`src/hdl/ucr_pkg.sv`:
```
// ucr_pkg: constants for the character responder uart.
// assumes a single 125 MHz clock and an AHB-Lite register slave.
package ucr_pkg;
  // clocking and bit timing
  localparam int unsigned CLK_HZ        = 125000000;
  localparam int unsigned PERIPH_HZ     = 24000000;
  localparam int unsigned BAUD_BPS      = 9600;
  localparam int unsigned BIT_CYCLES    = CLK_HZ / BAUD_BPS;
  localparam int unsigned HALF_CYCLES   = BIT_CYCLES / 2;
  localparam int unsigned DATA_BITS     = 8;
  localparam int unsigned RESP_LEN      = 4;
  // register byte offsets
  localparam logic [7:0] REG_STATUS     = 8'h00;
  localparam logic [7:0] REG_MASK       = 8'h04;
  localparam logic [7:0] REG_RXDATA     = 8'h08;
  localparam logic [7:0] REG_CTRL       = 8'h0C;
  // status and mask bit positions
  localparam int unsigned EV_RX_DONE    = 0;
  localparam int unsigned EV_TX_DONE    = 1;
  localparam int unsigned EV_RX_ERR     = 2;
  localparam int unsigned EV_PAR_ERR    = 3;
  localparam int unsigned EV_FRM_ERR    = 4;
  localparam int unsigned EV_OVR_ERR    = 5;
  localparam int unsigned EV_BITS       = 6;
  localparam logic [EV_BITS-1:0] MASK_RESET = 6'h00;
  // control bits
  localparam int unsigned CTRL_ENABLE   = 0;
  localparam logic [1:0] CTRL_RESET     = 2'h1;
  // characters
  localparam logic [7:0] CH_UP_T  = 8'h54;
  localparam logic [7:0] CH_LO_T  = 8'h74;
  localparam logic [7:0] CH_UP_O  = 8'h4F;
  localparam logic [7:0] CH_UP_K  = 8'h4B;
  localparam logic [7:0] CH_LO_O  = 8'h6F;
  localparam logic [7:0] CH_LO_K  = 8'h6B;
  localparam logic [7:0] CH_UP_U  = 8'h55;
  localparam logic [7:0] CH_UP_C  = 8'h43;
  localparam logic [7:0] CH_UP_P  = 8'h50;
  localparam logic [7:0] CH_UP_E  = 8'h45;
  localparam logic [7:0] CH_UP_F  = 8'h46;
  localparam logic [7:0] CH_CR    = 8'h0D;
  localparam logic [7:0] CH_LF    = 8'h0A;
  // response kinds
  typedef enum logic [2:0] {
    RSP_OK_UP = 3'h0,
    RSP_OK_LO = 3'h1,
    RSP_UC    = 3'h2,
    RSP_PE    = 3'h3,
    RSP_FE    = 3'h4,
    RSP_OE    = 3'h5
  } ucr_resp_t;
  // frame state machines
  typedef enum logic [4:0] {
    FR_IDLE   = 5'b00001,
    FR_START  = 5'b00010,
    FR_DATA   = 5'b00100,
    FR_PARITY = 5'b01000,
    FR_STOP   = 5'b10000
  } ucr_frame_t;
endpackage

```
`src/hdl/ucr_top.sv`:
```
// ucr_top: uart that answers with four bytes each character received while no answer is being sent.
// assumes an AHB-Lite master on mclk_in and a remote device on the lines.
`timescale 1ns/1ps
`default_nettype none
module ucr_top
  import ucr_pkg::*;
#(
  parameter int unsigned BIT_DIV = BIT_CYCLES  // clocks per bit; a bench may shorten it
) (
  // clock and reset
  input  wire logic        mclk_in,
  input  wire logic        reset_n_in,
  // ahb-lite slave
  input  wire logic        hsel_in,
  input  wire logic [7:0]  haddr_in,
  input  wire logic [1:0]  htrans_in,
  input  wire logic        hwrite_in,
  input  wire logic [2:0]  hsize_in,
  input  wire logic [31:0] hwdata_in,
  input  wire logic        hready_in,
  output logic      [31:0] hrdata_out,
  output logic             hreadyout_out,
  output logic             hresp_out,
  // serial lines
  input  wire logic        serial_rx_line_in,
  output logic             serial_tx_line_out,
  // events
  output logic             rx_done_event_out,
  output logic             tx_done_event_out,
  output logic             rx_error_event_out,
  output logic             irq_out
);
  ////////////////////////////////////////////////////////////////////////////
  // bit timing: mclk_in is the 125 MHz CLK_HZ clock, not the 24 MHz peripheral clock; the
  // default divider keeps 9600 bps within 0.01 percent
  localparam logic [15:0] BIT_CNT  = 16'(BIT_DIV - 1);
  localparam logic [15:0] HALF_CNT = 16'(BIT_DIV / 2 - 1);
  ////////////////////////////////////////////////////////////////////////////
  // receive line synchroniser, two flops before use
  logic rx_meta_q;
  logic rx_sync_q;
  always_ff @(posedge mclk_in or negedge reset_n_in) begin
    if (!reset_n_in) begin
      rx_meta_q <= 1'b1;
      rx_sync_q <= 1'b1;
    end else begin
      rx_meta_q <= serial_rx_line_in;
      rx_sync_q <= rx_meta_q;
    end
  end
  ////////////////////////////////////////////////////////////////////////////
  // registers shared with the bus slave
  logic [EV_BITS-1:0] status_q;
  logic [EV_BITS-1:0] mask_q;
  logic [1:0]         ctrl_q;
  logic [7:0]         rx_data_q;
  logic               rx_unread_q;
  logic               enable;
  assign enable = ctrl_q[CTRL_ENABLE];
  ////////////////////////////////////////////////////////////////////////////
  // receiver
  ucr_frame_t  rx_st_q;
  logic [15:0] rx_cnt_q;
  logic [2:0]  rx_bit_q;
  logic [7:0]  rx_shift_q;
  logic        rx_par_q;
  logic        rx_end;       // one-cycle pulse at stop sample
  logic        rx_par_bad_q;
  logic        stop_ok;
  assign stop_ok = rx_sync_q;
  assign rx_end  = (rx_st_q == FR_STOP) && (rx_cnt_q == 16'h0000);

  // line low while idle starts a frame; high is idle
  always_ff @(posedge mclk_in or negedge reset_n_in) begin
    if (!reset_n_in) begin
      rx_st_q      <= FR_IDLE;
      rx_cnt_q     <= 16'h0000;
      rx_bit_q     <= 3'h0;
      rx_shift_q   <= 8'h00;
      rx_par_q     <= 1'b0;
      rx_par_bad_q <= 1'b0;
    end else begin
      if (rx_cnt_q != 16'h0000) begin
        rx_cnt_q <= rx_cnt_q - 16'h0001;
      end
      case (rx_st_q)
        FR_IDLE: begin
          if (enable && !rx_sync_q) begin
            rx_st_q  <= FR_START;
            rx_cnt_q <= HALF_CNT;
          end
        end
        FR_START: begin
          if (rx_cnt_q == 16'h0000) begin
            // a glitch shorter than half a bit is dropped
            rx_st_q  <= rx_sync_q ? FR_IDLE : FR_DATA;
            rx_cnt_q <= BIT_CNT;
            rx_bit_q <= 3'h0;
            rx_par_q <= 1'b0;
          end
        end
        FR_DATA: begin
          if (rx_cnt_q == 16'h0000) begin
            rx_shift_q <= {rx_sync_q, rx_shift_q[7:1]};
            rx_par_q   <= rx_par_q ^ rx_sync_q;
            rx_cnt_q   <= BIT_CNT;
            rx_bit_q   <= rx_bit_q + 3'h1;
            if (rx_bit_q == 3'(DATA_BITS - 1)) begin
              rx_st_q <= FR_PARITY;
            end
          end
        end
        FR_PARITY: begin
          if (rx_cnt_q == 16'h0000) begin
            rx_par_bad_q <= rx_par_q ^ rx_sync_q;
            rx_st_q      <= FR_STOP;
            rx_cnt_q     <= BIT_CNT;
          end
        end
        FR_STOP: begin
          if (rx_cnt_q == 16'h0000) begin
            rx_st_q <= FR_IDLE;
          end
        end
        default: begin
          rx_st_q <= FR_IDLE;
        end
      endcase
    end
  end
  ////////////////////////////////////////////////////////////////////////////
  // classify the finished frame; framing beats parity beats overrun
  logic      rx_good;
  logic      rx_fe;
  logic      rx_pe;
  logic      rx_oe;
  ucr_resp_t rx_kind;
  assign rx_fe   = rx_end && !stop_ok;
  assign rx_pe   = rx_end && stop_ok && rx_par_bad_q;
  assign rx_oe   = rx_end && stop_ok && !rx_par_bad_q && rx_unread_q;
  assign rx_good = rx_end && stop_ok && !rx_par_bad_q && !rx_unread_q;

  always_comb begin
    if (!stop_ok) begin
      rx_kind = RSP_FE;
    end else if (rx_par_bad_q) begin
      rx_kind = RSP_PE;
    end else if (rx_unread_q) begin
      rx_kind = RSP_OE;
    end else if (rx_shift_q == CH_UP_T) begin
      rx_kind = RSP_OK_UP;
    end else if (rx_shift_q == CH_LO_T) begin
      rx_kind = RSP_OK_LO;
    end else begin
      rx_kind = RSP_UC;
    end
  end

  // received byte holding register; a bus read of it consumes it
  logic rd_rxdata;
  always_ff @(posedge mclk_in or negedge reset_n_in) begin
    if (!reset_n_in) begin
      rx_data_q   <= 8'h00;
      rx_unread_q <= 1'b0;
    end else if (rx_good) begin
      rx_data_q   <= rx_shift_q;
      rx_unread_q <= 1'b1;
    end else if (rd_rxdata) begin
      rx_unread_q <= 1'b0;
    end
  end
  ////////////////////////////////////////////////////////////////////////////
  // response sequencer and transmitter
  ucr_frame_t  tx_st_q;
  ucr_resp_t   tx_kind_q;
  logic [1:0]  tx_idx_q;
  logic [15:0] tx_cnt_q;
  logic [2:0]  tx_bit_q;
  logic [7:0]  tx_shift_q;
  logic        tx_par_q;
  logic        tx_busy_q;
  logic        tx_line_q;
  logic        tx_end;
  logic [7:0]  tx_byte;
  assign tx_end = tx_busy_q && (tx_st_q == FR_STOP) && (tx_cnt_q == 16'h0000)
                  && (tx_idx_q == 2'(RESP_LEN - 1));

  // first two characters by kind, then carriage return and line feed
  always_comb begin
    tx_byte = CH_CR;
    case (tx_idx_q)
      2'h0: begin
        case (tx_kind_q)
          RSP_OK_UP: tx_byte = CH_UP_O;
          RSP_OK_LO: tx_byte = CH_LO_O;
          RSP_UC:    tx_byte = CH_UP_U;
          RSP_PE:    tx_byte = CH_UP_P;
          RSP_FE:    tx_byte = CH_UP_F;
          RSP_OE:    tx_byte = CH_UP_O;
          default:   tx_byte = CH_UP_U;
        endcase
      end
      2'h1: begin
        case (tx_kind_q)
          RSP_OK_UP: tx_byte = CH_UP_K;
          RSP_OK_LO: tx_byte = CH_LO_K;
          RSP_UC:    tx_byte = CH_UP_C;
          default:   tx_byte = CH_UP_E;
        endcase
      end
      2'h2: tx_byte = CH_CR;
      default: tx_byte = CH_LF;
    endcase
  end

  // a frame arriving during an answer is dropped from the answer path:
  // the remote side is expected to wait for the line feed
  always_ff @(posedge mclk_in or negedge reset_n_in) begin
    if (!reset_n_in) begin
      tx_st_q    <= FR_IDLE;
      tx_kind_q  <= RSP_UC;
      tx_idx_q   <= 2'h0;
      tx_cnt_q   <= 16'h0000;
      tx_bit_q   <= 3'h0;
      tx_shift_q <= 8'h00;
      tx_par_q   <= 1'b0;
      tx_busy_q  <= 1'b0;
      tx_line_q  <= 1'b1;
    end else begin
      if (tx_cnt_q != 16'h0000) begin
        tx_cnt_q <= tx_cnt_q - 16'h0001;
      end
      case (tx_st_q)
        FR_IDLE: begin
          tx_line_q <= 1'b1;
          if (!tx_busy_q && rx_end) begin
            tx_kind_q <= rx_kind;
            tx_idx_q  <= 2'h0;
            tx_busy_q <= 1'b1;
          end else if (tx_busy_q) begin
            tx_st_q    <= FR_START;
            tx_shift_q <= tx_byte;
            tx_par_q   <= ^tx_byte;
            tx_line_q  <= 1'b0;
            tx_cnt_q   <= BIT_CNT;
          end
        end
        FR_START: begin
          if (tx_cnt_q == 16'h0000) begin
            tx_st_q    <= FR_DATA;
            tx_line_q  <= tx_shift_q[0];
            tx_shift_q <= {1'b0, tx_shift_q[7:1]};
            tx_bit_q   <= 3'h0;
            tx_cnt_q   <= BIT_CNT;
          end
        end
        FR_DATA: begin
          if (tx_cnt_q == 16'h0000) begin
            tx_cnt_q <= BIT_CNT;
            if (tx_bit_q == 3'(DATA_BITS - 1)) begin
              tx_st_q   <= FR_PARITY;
              tx_line_q <= tx_par_q;
            end else begin
              tx_line_q  <= tx_shift_q[0];
              tx_shift_q <= {1'b0, tx_shift_q[7:1]};
              tx_bit_q   <= tx_bit_q + 3'h1;
            end
          end
        end
        FR_PARITY: begin
          if (tx_cnt_q == 16'h0000) begin
            tx_st_q   <= FR_STOP;
            tx_line_q <= 1'b1;
            tx_cnt_q  <= BIT_CNT;
          end
        end
        FR_STOP: begin
          if (tx_cnt_q == 16'h0000) begin
            tx_st_q  <= FR_IDLE;
            tx_idx_q <= tx_idx_q + 2'h1;
            if (tx_idx_q == 2'(RESP_LEN - 1)) begin
              tx_busy_q <= 1'b0;
            end
          end
        end
        default: begin
          tx_st_q <= FR_IDLE;
        end
      endcase
    end
  end
  assign serial_tx_line_out = tx_line_q;
  ////////////////////////////////////////////////////////////////////////////
  // event pulses
  logic [EV_BITS-1:0] ev_set;
  always_ff @(posedge mclk_in or negedge reset_n_in) begin
    if (!reset_n_in) begin
      rx_done_event_out  <= 1'b0;
      tx_done_event_out  <= 1'b0;
      rx_error_event_out <= 1'b0;
    end else begin
      rx_done_event_out  <= rx_good;
      tx_done_event_out  <= tx_end;
      rx_error_event_out <= rx_fe || rx_pe || rx_oe;
    end
  end
  assign ev_set = {rx_oe, rx_fe, rx_pe, (rx_fe || rx_pe || rx_oe), tx_end, rx_good};
  ////////////////////////////////////////////////////////////////////////////
  // ahb-lite slave, zero wait states, always okay
  logic       ph_wr_q;
  logic       ph_rd_q;
  logic [7:0] ph_addr_q;
  logic       take;
  logic       wr_status;
  assign take = hsel_in && htrans_in[1] && hready_in;
  assign hreadyout_out = 1'b1;
  assign hresp_out     = 1'b0;

  always_ff @(posedge mclk_in or negedge reset_n_in) begin
    if (!reset_n_in) begin
      ph_wr_q   <= 1'b0;
      ph_rd_q   <= 1'b0;
      ph_addr_q <= 8'h00;
    end else begin
      ph_wr_q   <= take && hwrite_in;
      ph_rd_q   <= take && !hwrite_in;
      ph_addr_q <= haddr_in;
    end
  end
  assign wr_status = ph_wr_q && (ph_addr_q == REG_STATUS);

  // reading the data register consumes the byte at its address phase
  assign rd_rxdata = take && !hwrite_in && (haddr_in == REG_RXDATA);

  // status: set wins over write-one-to-clear
  always_ff @(posedge mclk_in or negedge reset_n_in) begin
    if (!reset_n_in) begin
      status_q <= '0;
    end else begin
      status_q <= (status_q & ~(wr_status ? hwdata_in[EV_BITS-1:0] : '0)) | ev_set;
    end
  end

  // mask and control writes
  always_ff @(posedge mclk_in or negedge reset_n_in) begin
    if (!reset_n_in) begin
      mask_q <= MASK_RESET;
      ctrl_q <= CTRL_RESET;
    end else if (ph_wr_q) begin
      if (ph_addr_q == REG_MASK) begin
        mask_q <= hwdata_in[EV_BITS-1:0];
      end
      if (ph_addr_q == REG_CTRL) begin
        ctrl_q <= hwdata_in[1:0];
      end
    end
  end

  // read data registered at the address phase
  always_ff @(posedge mclk_in or negedge reset_n_in) begin
    if (!reset_n_in) begin
      hrdata_out <= 32'h00000000;
    end else if (take && !hwrite_in) begin
      case (haddr_in)
        REG_STATUS: hrdata_out <= {26'h0, status_q};
        REG_MASK:   hrdata_out <= {26'h0, mask_q};
        REG_RXDATA: hrdata_out <= {23'h0, rx_unread_q, rx_data_q};
        REG_CTRL:   hrdata_out <= {28'h0, tx_busy_q, rx_unread_q, ctrl_q};
        default:    hrdata_out <= 32'h00000000;
      endcase
    end
  end

  // interrupt: any status bit enabled in the mask, with no order among them
  assign irq_out = |(status_q & mask_q);
endmodule
`default_nettype wire

```
`config.mk`:
```
export PLATFORM = sky130hd
export DESIGN_NAME = ucr_top
export DESIGN_NICKNAME = d
export VERILOG_FILES = /design/src/hdl/ucr_pkg.sv /design/src/hdl/ucr_top.sv
export SDC_FILE = /design/constraint.sdc
export NUM_CORES = 1
export LEC_CHECK = 0
export ABC_AREA = 1
export BUFFER_PORTS_ARGS = -buffer_cell sky130_fd_sc_hd__buf_2
export CAP_MARGIN = 20
export CORE_MARGIN = 2
export CORE_UTILIZATION = 40
export DETAILED_ROUTE_END_ITERATION = 10
export GPL_ROUTABILITY_DRIVEN = 0
export PLACE_DENSITY_LB_ADDON = 0.1
export SLEW_MARGIN = 0
export SYNTH_ARGS = -nofsm -noshare
export SYNTH_HDL_FRONTEND = slang
export SYNTH_SLANG_ARGS = --single-unit
```
`constraint.sdc`:
```
create_clock -name mclk_in -period 1.8 [get_ports mclk_in]
set_input_delay 0.27 -clock mclk_in [delete_from_list [all_inputs] [get_ports mclk_in]]
set_output_delay 0.27 -clock mclk_in [all_outputs]
set_load 0.01 [all_outputs]
```
Word level (Yosys, flattened, before mapping)

Index checks and enable logic that the tools add are counted.

Register bits after elaboration: 143
Input port bits: 51
Output and inout port bits: 39
Word-level logic and storage cells: 207

Add/subtract/negate cells: 5
Equal/unequal tests: 43
Multiplexer cells: 67
Bitwise gates (word level): 6
Reduce and logical (&&, ||, !) cells: 58

Operators with widths:

| kind                  | count |
|---|---|
| $mux 16               | 7 |
| $mux 5                | 13 |
| $pmux 16 s2           | 2 |
| $pmux 5 s5            | 2 |
| $pmux 8 s3            | 2 |
| $mux 8                | 5 |
| $pmux 9 s4            | 1 |
| $logic_not 16->1      | 2 |
| $reduce_bool 16->1    | 2 |
| $sub 16x1->16 const B | 2 |
| $mux 3                | 9 |
| $ne 2x2->1 const B    | 13 |
| $eq 8x4->1 const B    | 3 |
| $pmux 6 s4            | 1 |
| $logic_and 1x1->1     | 18 |
| $pmux 6 s3            | 1 |
| $eq 8x3->1 const B    | 2 |
| $eq 8x7->1 const B    | 2 |
| $logic_not 8->1       | 2 |
| $mux 1                | 13 |
| $and 6x6->6           | 2 |
| $eq 3x3->1 const B    | 4 |
| $pmux 3 s2            | 2 |
| $reduce_and 4->1      | 3 |
| other kinds (36)      | 66 |

Logic depth before layout (Yosys ltp)

Gate-level depths: netlist of the first run.

Depth in word-level cells: 7
Depth in mapped cells: 14

Worst setup path after synthesis of the first run

Ideal clock, no wire load.

Kind: flip-flop to flip-flop
Start: register tx_cnt_q[0]
End: register tx_cnt_q[0]
Library setup time: 0.134 ns
Arrival: 1.725 ns
Setup slack: -0.059 ns
Stages on the path, launching flop included: 11
Path buffers: 0
Period minus slack after synthesis: 1.859 ns
Path through: dfrtp_1 inv_1 ha_1 nand2_2 inv_2 nand3_2 nor3_4 inv_4 ha_1 nand2_1 o211ai_1

Longest elaborated chain between the ends: 5

RTL lines:

| what                                                | line                           | RTL |
|---|---|---|
| from (decl)                                         | ucr_top.sv:177                 | `logic [15:0] tx_cnt_q;` |
| from (signal assigned)                              | ucr_top.sv:231                 | `tx_cnt_q <= tx_cnt_q - 16'h0001;` |
| $sub 16x1->16 or $reduce_bool 16->1 (tied branches) | ucr_top.sv:231, ucr_top.sv:230 |  |
| $mux 16                                             | ucr_top.sv:230                 | `if (tx_cnt_q != 16'h0000) begin` |
| $mux 16                                             | ucr_top.sv:240                 | `end else if (tx_busy_q) begin` |
| $mux 16                                             | ucr_top.sv:236                 | `if (!tx_busy_q && rx_end) begin` |
| $pmux 16 s2 (*)                                     | ucr_top.sv:233                 | `case (tx_st_q)` |

Every way passes the cells marked *; elsewhere a longest branch is shown, timed or not.
A chain may end at the register's enable or synchronous reset.

Worst setup path in the final report of the first run

Start: register rx_cnt_q[8]
End: register tx_kind_q[0]

Longest elaborated chain between the ends: 4

RTL lines:

| what                              | line           | RTL |
|---|---|---|
| from (decl)                       | ucr_top.sv:63  | `logic [15:0] rx_cnt_q;` |
| from (signal assigned)            | ucr_top.sv:84  | `rx_cnt_q <= rx_cnt_q - 16'h0001;` |
| $logic_not 16->1                  | ucr_top.sv:71  | `assign rx_end = (rx_st_q == FR_STOP) && (rx_cnt_q == 16'h0000);` |
| $logic_and 1x1->1                 | ucr_top.sv:71  |  |
| $logic_and 1x1->1                 | ucr_top.sv:236 |  |
| $reduce_and 2->1 (no source line) | n/a            |  |
| to (signal assigned)              | ucr_top.sv:237 | `tx_kind_q <= rx_kind;` |
| to (decl)                         | ucr_top.sv:175 | `ucr_resp_t tx_kind_q;` |

No other way between the ends.

==> results.cfg, run 1 <==
[routing]
route.detailed.vias_per_inst = 4.796
drt_iter0_drc = 364
drc_errors = 0
dr.pass1.iters = 5
ant_nets = 0
vias = 5386
route.detailed.wl_per_inst_um = 13.06
drt-total-wl_um = 14660

[synth]
ys_ff_latch = 119
synth.cell_area_um2 = 6414
synth-edff-count = 0
synth_ff_type = dfrtp_1
yosys_warnings = 0
synthCells = 771
synth_cell_types = 53
seq_area_frac_synth = 0.4657
syn_avg_cell_area_um2 = 8.319
synthArstFlopShare = 1.000

[timing]
finalCriticalPeriod_ps = 1747
hold_viol = 0
skew_ps = 10.41
finalSetupViolCount = 0
maxSlewViolCount = 0
holdWs_ps = 70.14
finalCritPeriodShare = 0.9705
rsz0062_at_grt = true
max_freq_mhz = 572.5

[global_routing]
grt_pass1_vias = 5109
grt_start_max_net_pins = 36
grt-ovfl-total = 0
grt_usage = 0.1792
grt_pass1_wl_um = 24070
antenna_found_initial = 0

[floorplan]
dieArea_um2 = 17060
placementRows = 46
core_area_um2 = 15770
die_h_um = 130.6
ios = 90
die_w_um = 130.6
start_util = 0.4067

[place]
placed_area_um2 = 7141
dpl.hpwl_um = 10730
io_buffers = 34
dp_cells = 1066

[worst_setup_path]
cp-start-kind = flip-flop
cp-startpoint = rx_cnt_q[8]$_DFF_PN0_
slowest_delay_ps = 420
crit_type = flip-flop to flip-flop
path_common_cell = nand2_4
cp.required_ps = 2100
critical_path.slowest_cell = dfrtp_1
reg2reg_from = rx_cnt_q[8]$_DFF_PN0_
cp_max_fo = 7
end_kind = flip-flop
worstPathCellList = nor2_2 -> inv_2 -> nor2_8 -> nand2_4 -> nor2_8 -> nand2_4 -> inv_6 -> nand2_4 -> a22o_1
critical_path_arrival_ps = 2050

[clock_network]
cts_tree = done
clock-root-buffer = clkbuf_16
clock_sinks = 119
insertion_delay_ps = 420
cts_max_level = 4
cts_buffers = 17
clk_path_buf_depth = 2
path_clk_slew_ps = 60

[layout]
area_growth_pct = 27.62
antenna_cells = 0
final_cell_mix = nand2_1, dfrtp_1, inv_1
layout.nets = 957
layoutNonFillerInstCount = 1123
final_cell_area_um2 = 8185
layout-drive-gt1-share = 0.2834
layout_commonest_cell = nand2_1
final_util = 0.5190

[hold_path]
min-delay-start = haddr_in[2]
hold_class = input port to flip-flop

[pwr]
ir_drop_v = 0.0006974
p_leak_nw = 3.999
p_total_mw = 8.702
power_density_nw_per_um2 = 1063

[run_status]
status = finished, final reports clean

[job]
cap_violations = 0
==> what timing repair did <==
| item | 4_1_cts | 5_1_grt |
|---|---|---|
| pin swaps | 3 | 16 |
| endpoints found under the setup margin | 17 | 69 |
| hold buffers | 8 | 0 |
| setup buffers | 3 | 15 |
| hold endpoints to repair | 28 | 0 |
| resized for setup | 5 | 52 |
==> through the flow <==
stage / setup TNS, ps / worst slack, ps
global placement: -14.63 / -6.357
CTS: 0 / 3.640
floorplan: -0.3429 / -0.3429
global route: -970.9 / -83.41
detailed placement: -192.5 / -38.89
finish: 0 / 53.17
==> path summary, 6_finish.rpt <==
path,endpoint,slack (ps),depth (start not counted)
worst max-delay path,tx_kind_q[0]$_DFFE_PN0P_,50,9
worst min-delay path,ph_addr_q[2]$_DFF_PN0_,70,1
worst max register to register,tx_kind_q[0]$_DFFE_PN0P_,50,9
worst min register to register,rx_sync_q$_DFF_PN1_,350,0
max in group asynchronous,rx_meta_q$_DFF_PN1_,830,3
min in group asynchronous,ph_addr_q[4]$_DFF_PN0_,330,2
==> synthesized netlist by cell type, types with 2 or more instances <==
master    number  area share
dfstp_2        7       0.029
nor3_2         3      0.0047
nand3_1       45       0.035
nand3_2        2      0.0031
nand4_1       19       0.019
nor2_2         6      0.0059
o211ai_1       6      0.0070
o21ai_2       24       0.033
conb_1         2      0.0012
clkbuf_1       4      0.0023
ha_1          12       0.023
nand2_2        9      0.0088
xnor2_1        5      0.0068
dfrtp_1      112        0.44
a32o_1         2      0.0031
nor2_8         2      0.0062
nor2_1        73       0.043
clkinv_1       3      0.0018
a21oi_2        3      0.0041
o21ai_1       11      0.0086
a21oi_1       17       0.013
or2_2          4      0.0039
inv_1         80       0.047
a31oi_1        7      0.0068
buf_6          4      0.0070
nand2_4        5      0.0088
nand3b_1       2      0.0023
buf_4         25       0.029
xor2_1         6      0.0082
inv_2         12      0.0070
nor4_1         2      0.0020
nand2_1      176        0.10
nor3_1         9      0.0070
o21ai_0       49       0.038
nor3_4         2      0.0051
o31ai_1        3      0.0035
or2_1          2      0.0020
==> registers in the layout (all words and copies together), names as in the netlist, 5 cells and up <==
register / count
rx_cnt_q: 16
tx_shift_q: 7
ph_addr_q: 8
tx_cnt_q: 16
tx_st_q: 5
rx_shift_q: 8
hrdata_out: 9
mask_q: 6
rx_data_q: 8
status_q: 6
rx_st_q: 5
==> routing by layer <==
layer	GRT usage	up-vias	routed length, um
met5	0	-	0
met4	0.05945	0	248
met3	0.04682	17	478
met2	0.2966	97	7072
met1	0.2298	2553	6862
li1	-	2719	-
==> critical path: cells and delay by family (launching register included) <==
family          cells  cell delay, ps
buf+inv             2             180
flops               1             420
compound gates      1             210
simple gates        6             830
==> where the power goes <==
part           total (mW)  internal [mW]  switching, mW
Clock                3.38           2.07           1.31
Combinational        2.08          0.924           1.16
Sequential           3.24           3.00          0.248
Total                8.70           5.99           2.72
==> area by class of cell <==
type	count	area, um2
Timing Repair Buffer	116	864.6
Fill cell	1507	7585
Sequential cell	119	2987
Inverter	97	379.1
Clock inverter	15	168.9
Clock buffer	17	425.4
Tap cell	216	270.3
Multi-Input combinational cell	543	3090
==> cells by family (layout without fill, tap and decap cells) <==
logic type,Yosys count,after routing,synth area share
AND/OR/NAND/NOR,369,369,0.2733
buffers and inverters,132,245,0.09910
AO/OA/AOI/OAI,126,126,0.1223
flip-flops,119,119,0.4657
adder cells (fa/ha/maj),12,12,0.02341
XOR/XNOR,11,11,0.01502
other,2,25,0.001171
No activity file was read; power rests on OpenSTA's default activity.
==> inputs of run 2 (changes only) <==
CAP_MARGIN = 10   (was 20)
CTS_BUF_LIST = sky130_fd_sc_hd__clkbuf_8   (was not set)
REMOVE_ABC_BUFFERS = 1   (was not set)
==> results.cfg, run 2 (synthesis gave the netlist of run 1 again) <==
[worst_setup_path]
slowest_delay_ps = 390
critical_path_arrival_ps = 2080
cp-start-kind = flip-flop
cp.required_ps = 2120
end_kind = flip-flop
cp-startpoint = rx_cnt_q[0]$_DFF_PN0_
rr_endpoint = rx_cnt_q[10]$_DFF_PN0_
rrSetupSlack_ps = 40
crit_type = flip-flop to flip-flop
cp_max_fo = 5
reg2reg_from = rx_cnt_q[0]$_DFF_PN0_
critPathCapture = rx_cnt_q[10]$_DFF_PN0_
worstPathCellList = inv_2 -> ha_4 -> nand2_2 -> nor2_4 -> inv_4 -> buf_4 -> a21oi_2 -> nand2_1 -> o21ai_0 -> a21oi_1
critical_path.slowest_cell = dfrtp_1
ff2ff_path_depth = 10

[pwr]
p_total_mw = 7.772
p_leak_nw = 3.881
ir_drop_v = 0.0008572
power_density_nw_per_um2 = 974.1

[global_routing]
grt-ovfl-total = 0
grt_pass1_vias = 5429
grt_usage = 0.1877
grt_pass1_wl_um = 24770
antenna_found_initial = 0
grt_start_max_net_pins = 41

[layout]
multiInputGateArea_um2 = 3118
antenna_cells = 0
reg_top3 = rx_cnt_q (16), tx_cnt_q (16), hrdata_out (9)
area_growth_pct = 24.40
layout-drive-gt1-share = 0.2870
layoutNonFillerInstCount = 1122
final_cell_area_um2 = 7979
fill_cells = 1546
ff_latch_area_um2 = 2989
layout.nets = 956
final_util = 0.5060
layout_commonest_cell = nand2_1
final_cell_mix = nand2_1, dfrtp_1, inv_1

[timing]
max_freq_mhz = 569.4
skew_ps = 12.47
slew_headroom = 0.6528
finalSetupViolCount = 0
tns_ps = 0
rsz0062_at_grt = true
worstMarginPinSlew_ps = 520.8
holdWs_ps = 51.75
finalCriticalPeriod_ps = 1756
finalCritPeriodShare = 0.9757
layout_setup_ws_ps = 43.79
maxSlewViolCount = 0
hold_viol = 0

[place]
dp_cells = 1064
io_buffers = 34
placed_area_um2 = 7126
dpl.hpwl_um = 10930
place_ws_ps = -114.4

[floorplan]
start_util = 0.4067
die_h_um = 130.6
dieArea_um2 = 17060
die_w_um = 130.6
core_area_um2 = 15770
placementRows = 46
ios = 90

[run_status]
status = finished, final reports clean

[clock_network]
clock_sinks = 119
path_clk_slew_ps = 70
insertion_delay_ps = 450
clock-root-buffer = clkbuf_8
cts_max_level = 4
cts_buffers = 17
clk_path_buf_depth = 2
cts_tree = done

[hold_path]
hold_class = input port to flip-flop

[routing]
vias = 5452
dr.pass1.iters = 4
route.detailed.vias_per_inst = 4.859
drt-total-wl_um = 15190
drc_errors = 0
drt_iter0_drc = 319
route.detailed.wl_per_inst_um = 13.54
ant_nets = 0

[job]
cap_violations = 0
run 2: cell count changes in the layout (fill, tap and decap cells not counted), sizes merged:
cell,change
buf,-3
clkinvlp,+1
nand2,+1
clkinv,+1
dlygate4sd3,+1
inv,-2
run 2: final cells by class:
class / count / area share
Multi-Input combinational cell: 544 / 0.3908
Clock inverter: 15 / 0.01741
Inverter: 97 / 0.04814
Clock buffer: 17 / 0.02932
Tap cell: 216 / 0.03387
Sequential cell: 119 / 0.3746
Timing Repair Buffer: 114 / 0.1058
run 2: how the worst min path moves through the flow:
stage	startpoint	endpoint	slack (ps)	cells past startpoint
final	haddr_in[3]	ph_addr_q[3]$_DFF_PN0_	50	1
after global routing	haddr_in[3]	ph_addr_q[3]$_DFF_PN0_	30	1
after CTS	haddr_in[3]	ph_addr_q[3]$_DFF_PN0_	10	1
after detailed placement	reset_n_in	ctrl_q[1]$_DFFE_PN0P_	270	1
after global placement	reset_n_in	ctrl_q[1]$_DFFE_PN0P_	270	1
after floorplan	reset_n_in	ctrl_q[1]$_DFFE_PN0P_	-30	0
run 2: what timing repair did:
action                     in CTS  in global routing
setup endpoints to repair      23                 71
hold buffers                    9                  0
setup buffers                   3                 15
gates cloned                    0                  1
pin swaps                       6                 22
resized for setup               9                 59
hold endpoints to repair       33                  0
run 2: worst max-delay path, delay by kind of cell (launching register included):
kind	cells	cell delay, ps
AND/OR/NAND/NOR	3	350
flip-flops	1	390
AO/OA/AOI/OAI	3	490
buffers and inverters	3	270
adder cells (fa/ha/maj)	1	140
run 2: per-layer routing:
metal | global-route usage | vias up | routed length [um] | share of wire
li1 | - | 2717 | - | -
met1 | 0.2297 | 2576 | 6890 | 0.45
met2 | 0.3174 | 126 | 7368 | 0.48
met3 | 0.04927 | 33 | 584 | 0.038
met4 | 0.07447 | 0 | 349 | 0.023
met5 | 0 | - | 0 | 0
run 2: power breakdown:
part	internal [mW]	switching, mW	total, mW
clock network	1.20	1.11	2.32
logic	0.989	1.22	2.21
registers	2.99	0.251	3.24
total	5.19	2.59	7.77
==> inputs of run 3 (changes only) <==
CTS_BUF_LIST = sky130_fd_sc_hd__clkbuf_4 sky130_fd_sc_hd__clkbuf_8   (was sky130_fd_sc_hd__clkbuf_8)
==> results.cfg, run 3 (synthesis gave the netlist of run 1 again) <==
[run_status]
status = finished, final reports clean

[timing]
finalSetupViolCount = 0
worstMarginPinSlew_ps = 520.1
hold_viol = 0
holdWs_ps = 53.38
max_freq_mhz = 568.5
layout_setup_ws_ps = 40.95
slew_headroom = 0.6533
rsz0062_at_grt = true
skew_ps = 14.36
finalCritPeriodShare = 0.9772
finalCriticalPeriod_ps = 1759
maxSlewViolCount = 0

[clock_network]
clock_sinks = 119
clock-root-buffer = clkbuf_8
cts_tree = done
cts_buffers = 17
cts_max_level = 4
clk_path_buf_depth = 2
insertion_delay_ps = 450
path_clk_slew_ps = 70

[routing]
vias = 5462
drt_iter0_drc = 312
drc_errors = 0
wl_met1_um = 6895
highest_layer = met4
route.detailed.wl_per_inst_um = 13.51
ant_nets = 0
route.detailed.vias_per_inst = 4.868
dr.pass1.iters = 5
drt-total-wl_um = 15160
met2_length_um = 7378
wl_met3_um = 586

[global_routing]
grt_usage = 0.1877
grt-ovfl-total = 0
grt_pass1_wl_um = 24770
antenna_found_initial = 0
grt_pass1_vias = 5429
grt_start_max_net_pins = 41

[floorplan]
dieArea_um2 = 17060
placementRows = 46
die_w_um = 130.6
die_h_um = 130.6
start_util = 0.4067
ios = 90
core_area_um2 = 15770

[pwr]
power_frac_seq = 0.414
pwr-share-clk = 0.303
power_density_nw_per_um2 = 980.0
p_switching_mw = 2.581
p_leak_nw = 3.879
p_int_mw = 5.249
ir_drop_v = 0.0008569
power_frac_comb = 0.282
switching_share = 0.3296

[worst_setup_path]
crit_type = flip-flop to flip-flop
cp-start-kind = flip-flop
critical_path_arrival_ps = 2080
end_kind = flip-flop
rrSetupSlack_ps = 40
cp_max_fo = 5
cp.required_ps = 2120

[layout]
antenna_cells = 0
layout_commonest_cell = nand2_1
layout-drive-gt1-share = 0.2903
area_growth_pct = 24.58
final_cell_mix = nand2_1, dfrtp_1, inv_1
fill_cells = 1542
layout.nets = 956
reg_top3 = rx_cnt_q (16), tx_cnt_q (16), hrdata_out (9)

[place]
io_buffers = 34
place_ws_ps = -114.4
dpl.hpwl_um = 10930

[job]
cap_violations = 0

[hold_path]
hold_class = input port to flip-flop
[run 3: cell types whose count changed in the layout (fill, tap and decap cells not counted), sizes merged]
cell / before / now
clkbuf: 17 / 20
inv: 98 / 95
[run 3: what timing repair did]
item | CTS | global route
buffers inserted | 3 | 15
hold endpoints to repair | 33 | 0
pin swaps | 6 | 22
cloned | 0 | 1
hold buffers | 9 | 0
endpoints found under the setup margin | 23 | 72
gates resized for setup | 9 | 59
[run 3: power groups by stage]
stage / sequential, mW / combinational, mW / clock (mW)
finish: 3.24 / 2.21 / 2.38
global route: 3.29 / 2.50 / 2.58
CTS: 3.22 / 1.99 / 2.46
detailed placement: 3.26 / 1.93 / 0
global placement: 3.26 / 1.86 / 0
floorplan: 3.24 / 1.17 / 0
[run 3: per-layer routing]
layer	up-vias	GRT usage
li1	2716	-
met1	2590	0.2297
met2	128	0.3174
met3	28	0.04927
met4	0	0.07447
met5	-	0
[run 3: metrics by stage]
stage	TNS [ps]	total power [mW]	instance area (um2)	utilization	std cells
floorplan	-569.1	4.408	6232	-	759
global placement	-73.70	5.113	7126	0.4518	1064
detailed placement	-463.4	5.188	7126	0.4518	1064
CTS	-0.8169	7.667	7651	0.4852	1108
global route	-507.7	8.371	7990	0.5067	1122
finish	0	7.830	7990	0.5067	1122
[run 3: area by class of cell]
type | count | area, um2 | area share
clock inverters | 12 | 127.6 | 0.01597
multi-input cells | 544 | 3118 | 0.3902
well taps | 216 | 270.3 | 0.03382
flip-flops and latches | 119 | 2989 | 0.3741
inverters | 97 | 384.1 | 0.04807
clock buffers | 20 | 256.5 | 0.03210
repair buffers | 114 | 844.6 | 0.1057
[run 3: final timing paths]
| path | startpoint | to | depth (start not counted) |
|---|---|---|---|
| worst max-delay path | rx_cnt_q[0]$_DFF_PN0_ | rx_cnt_q[10]$_DFF_PN0_ | 10 |
| worst max register to register | rx_cnt_q[0]$_DFF_PN0_ | rx_cnt_q[10]$_DFF_PN0_ | 10 |
| min in group asynchronous | reset_n_in | ctrl_q[1]$_DFFE_PN0P_ | 2 |
| worst min-delay path | haddr_in[3] | ph_addr_q[3]$_DFF_PN0_ | 1 |
| worst min register to register | rx_meta_q$_DFF_PN1_ | rx_sync_q$_DFF_PN1_ | 0 |
| max in group asynchronous | reset_n_in | ph_addr_q[2]$_DFF_PN0_ | 3 |
[run 3: worst max-delay path, cell delays in order (launching register included)]
cell and delay [ps]:
dfrtp_1 390, inv_2 80, ha_4 140, nand2_2 80
nor2_4 160, inv_4 60, buf_4 130, a21oi_2 200
nand2_1 110, o21ai_0 190, a21oi_1 100
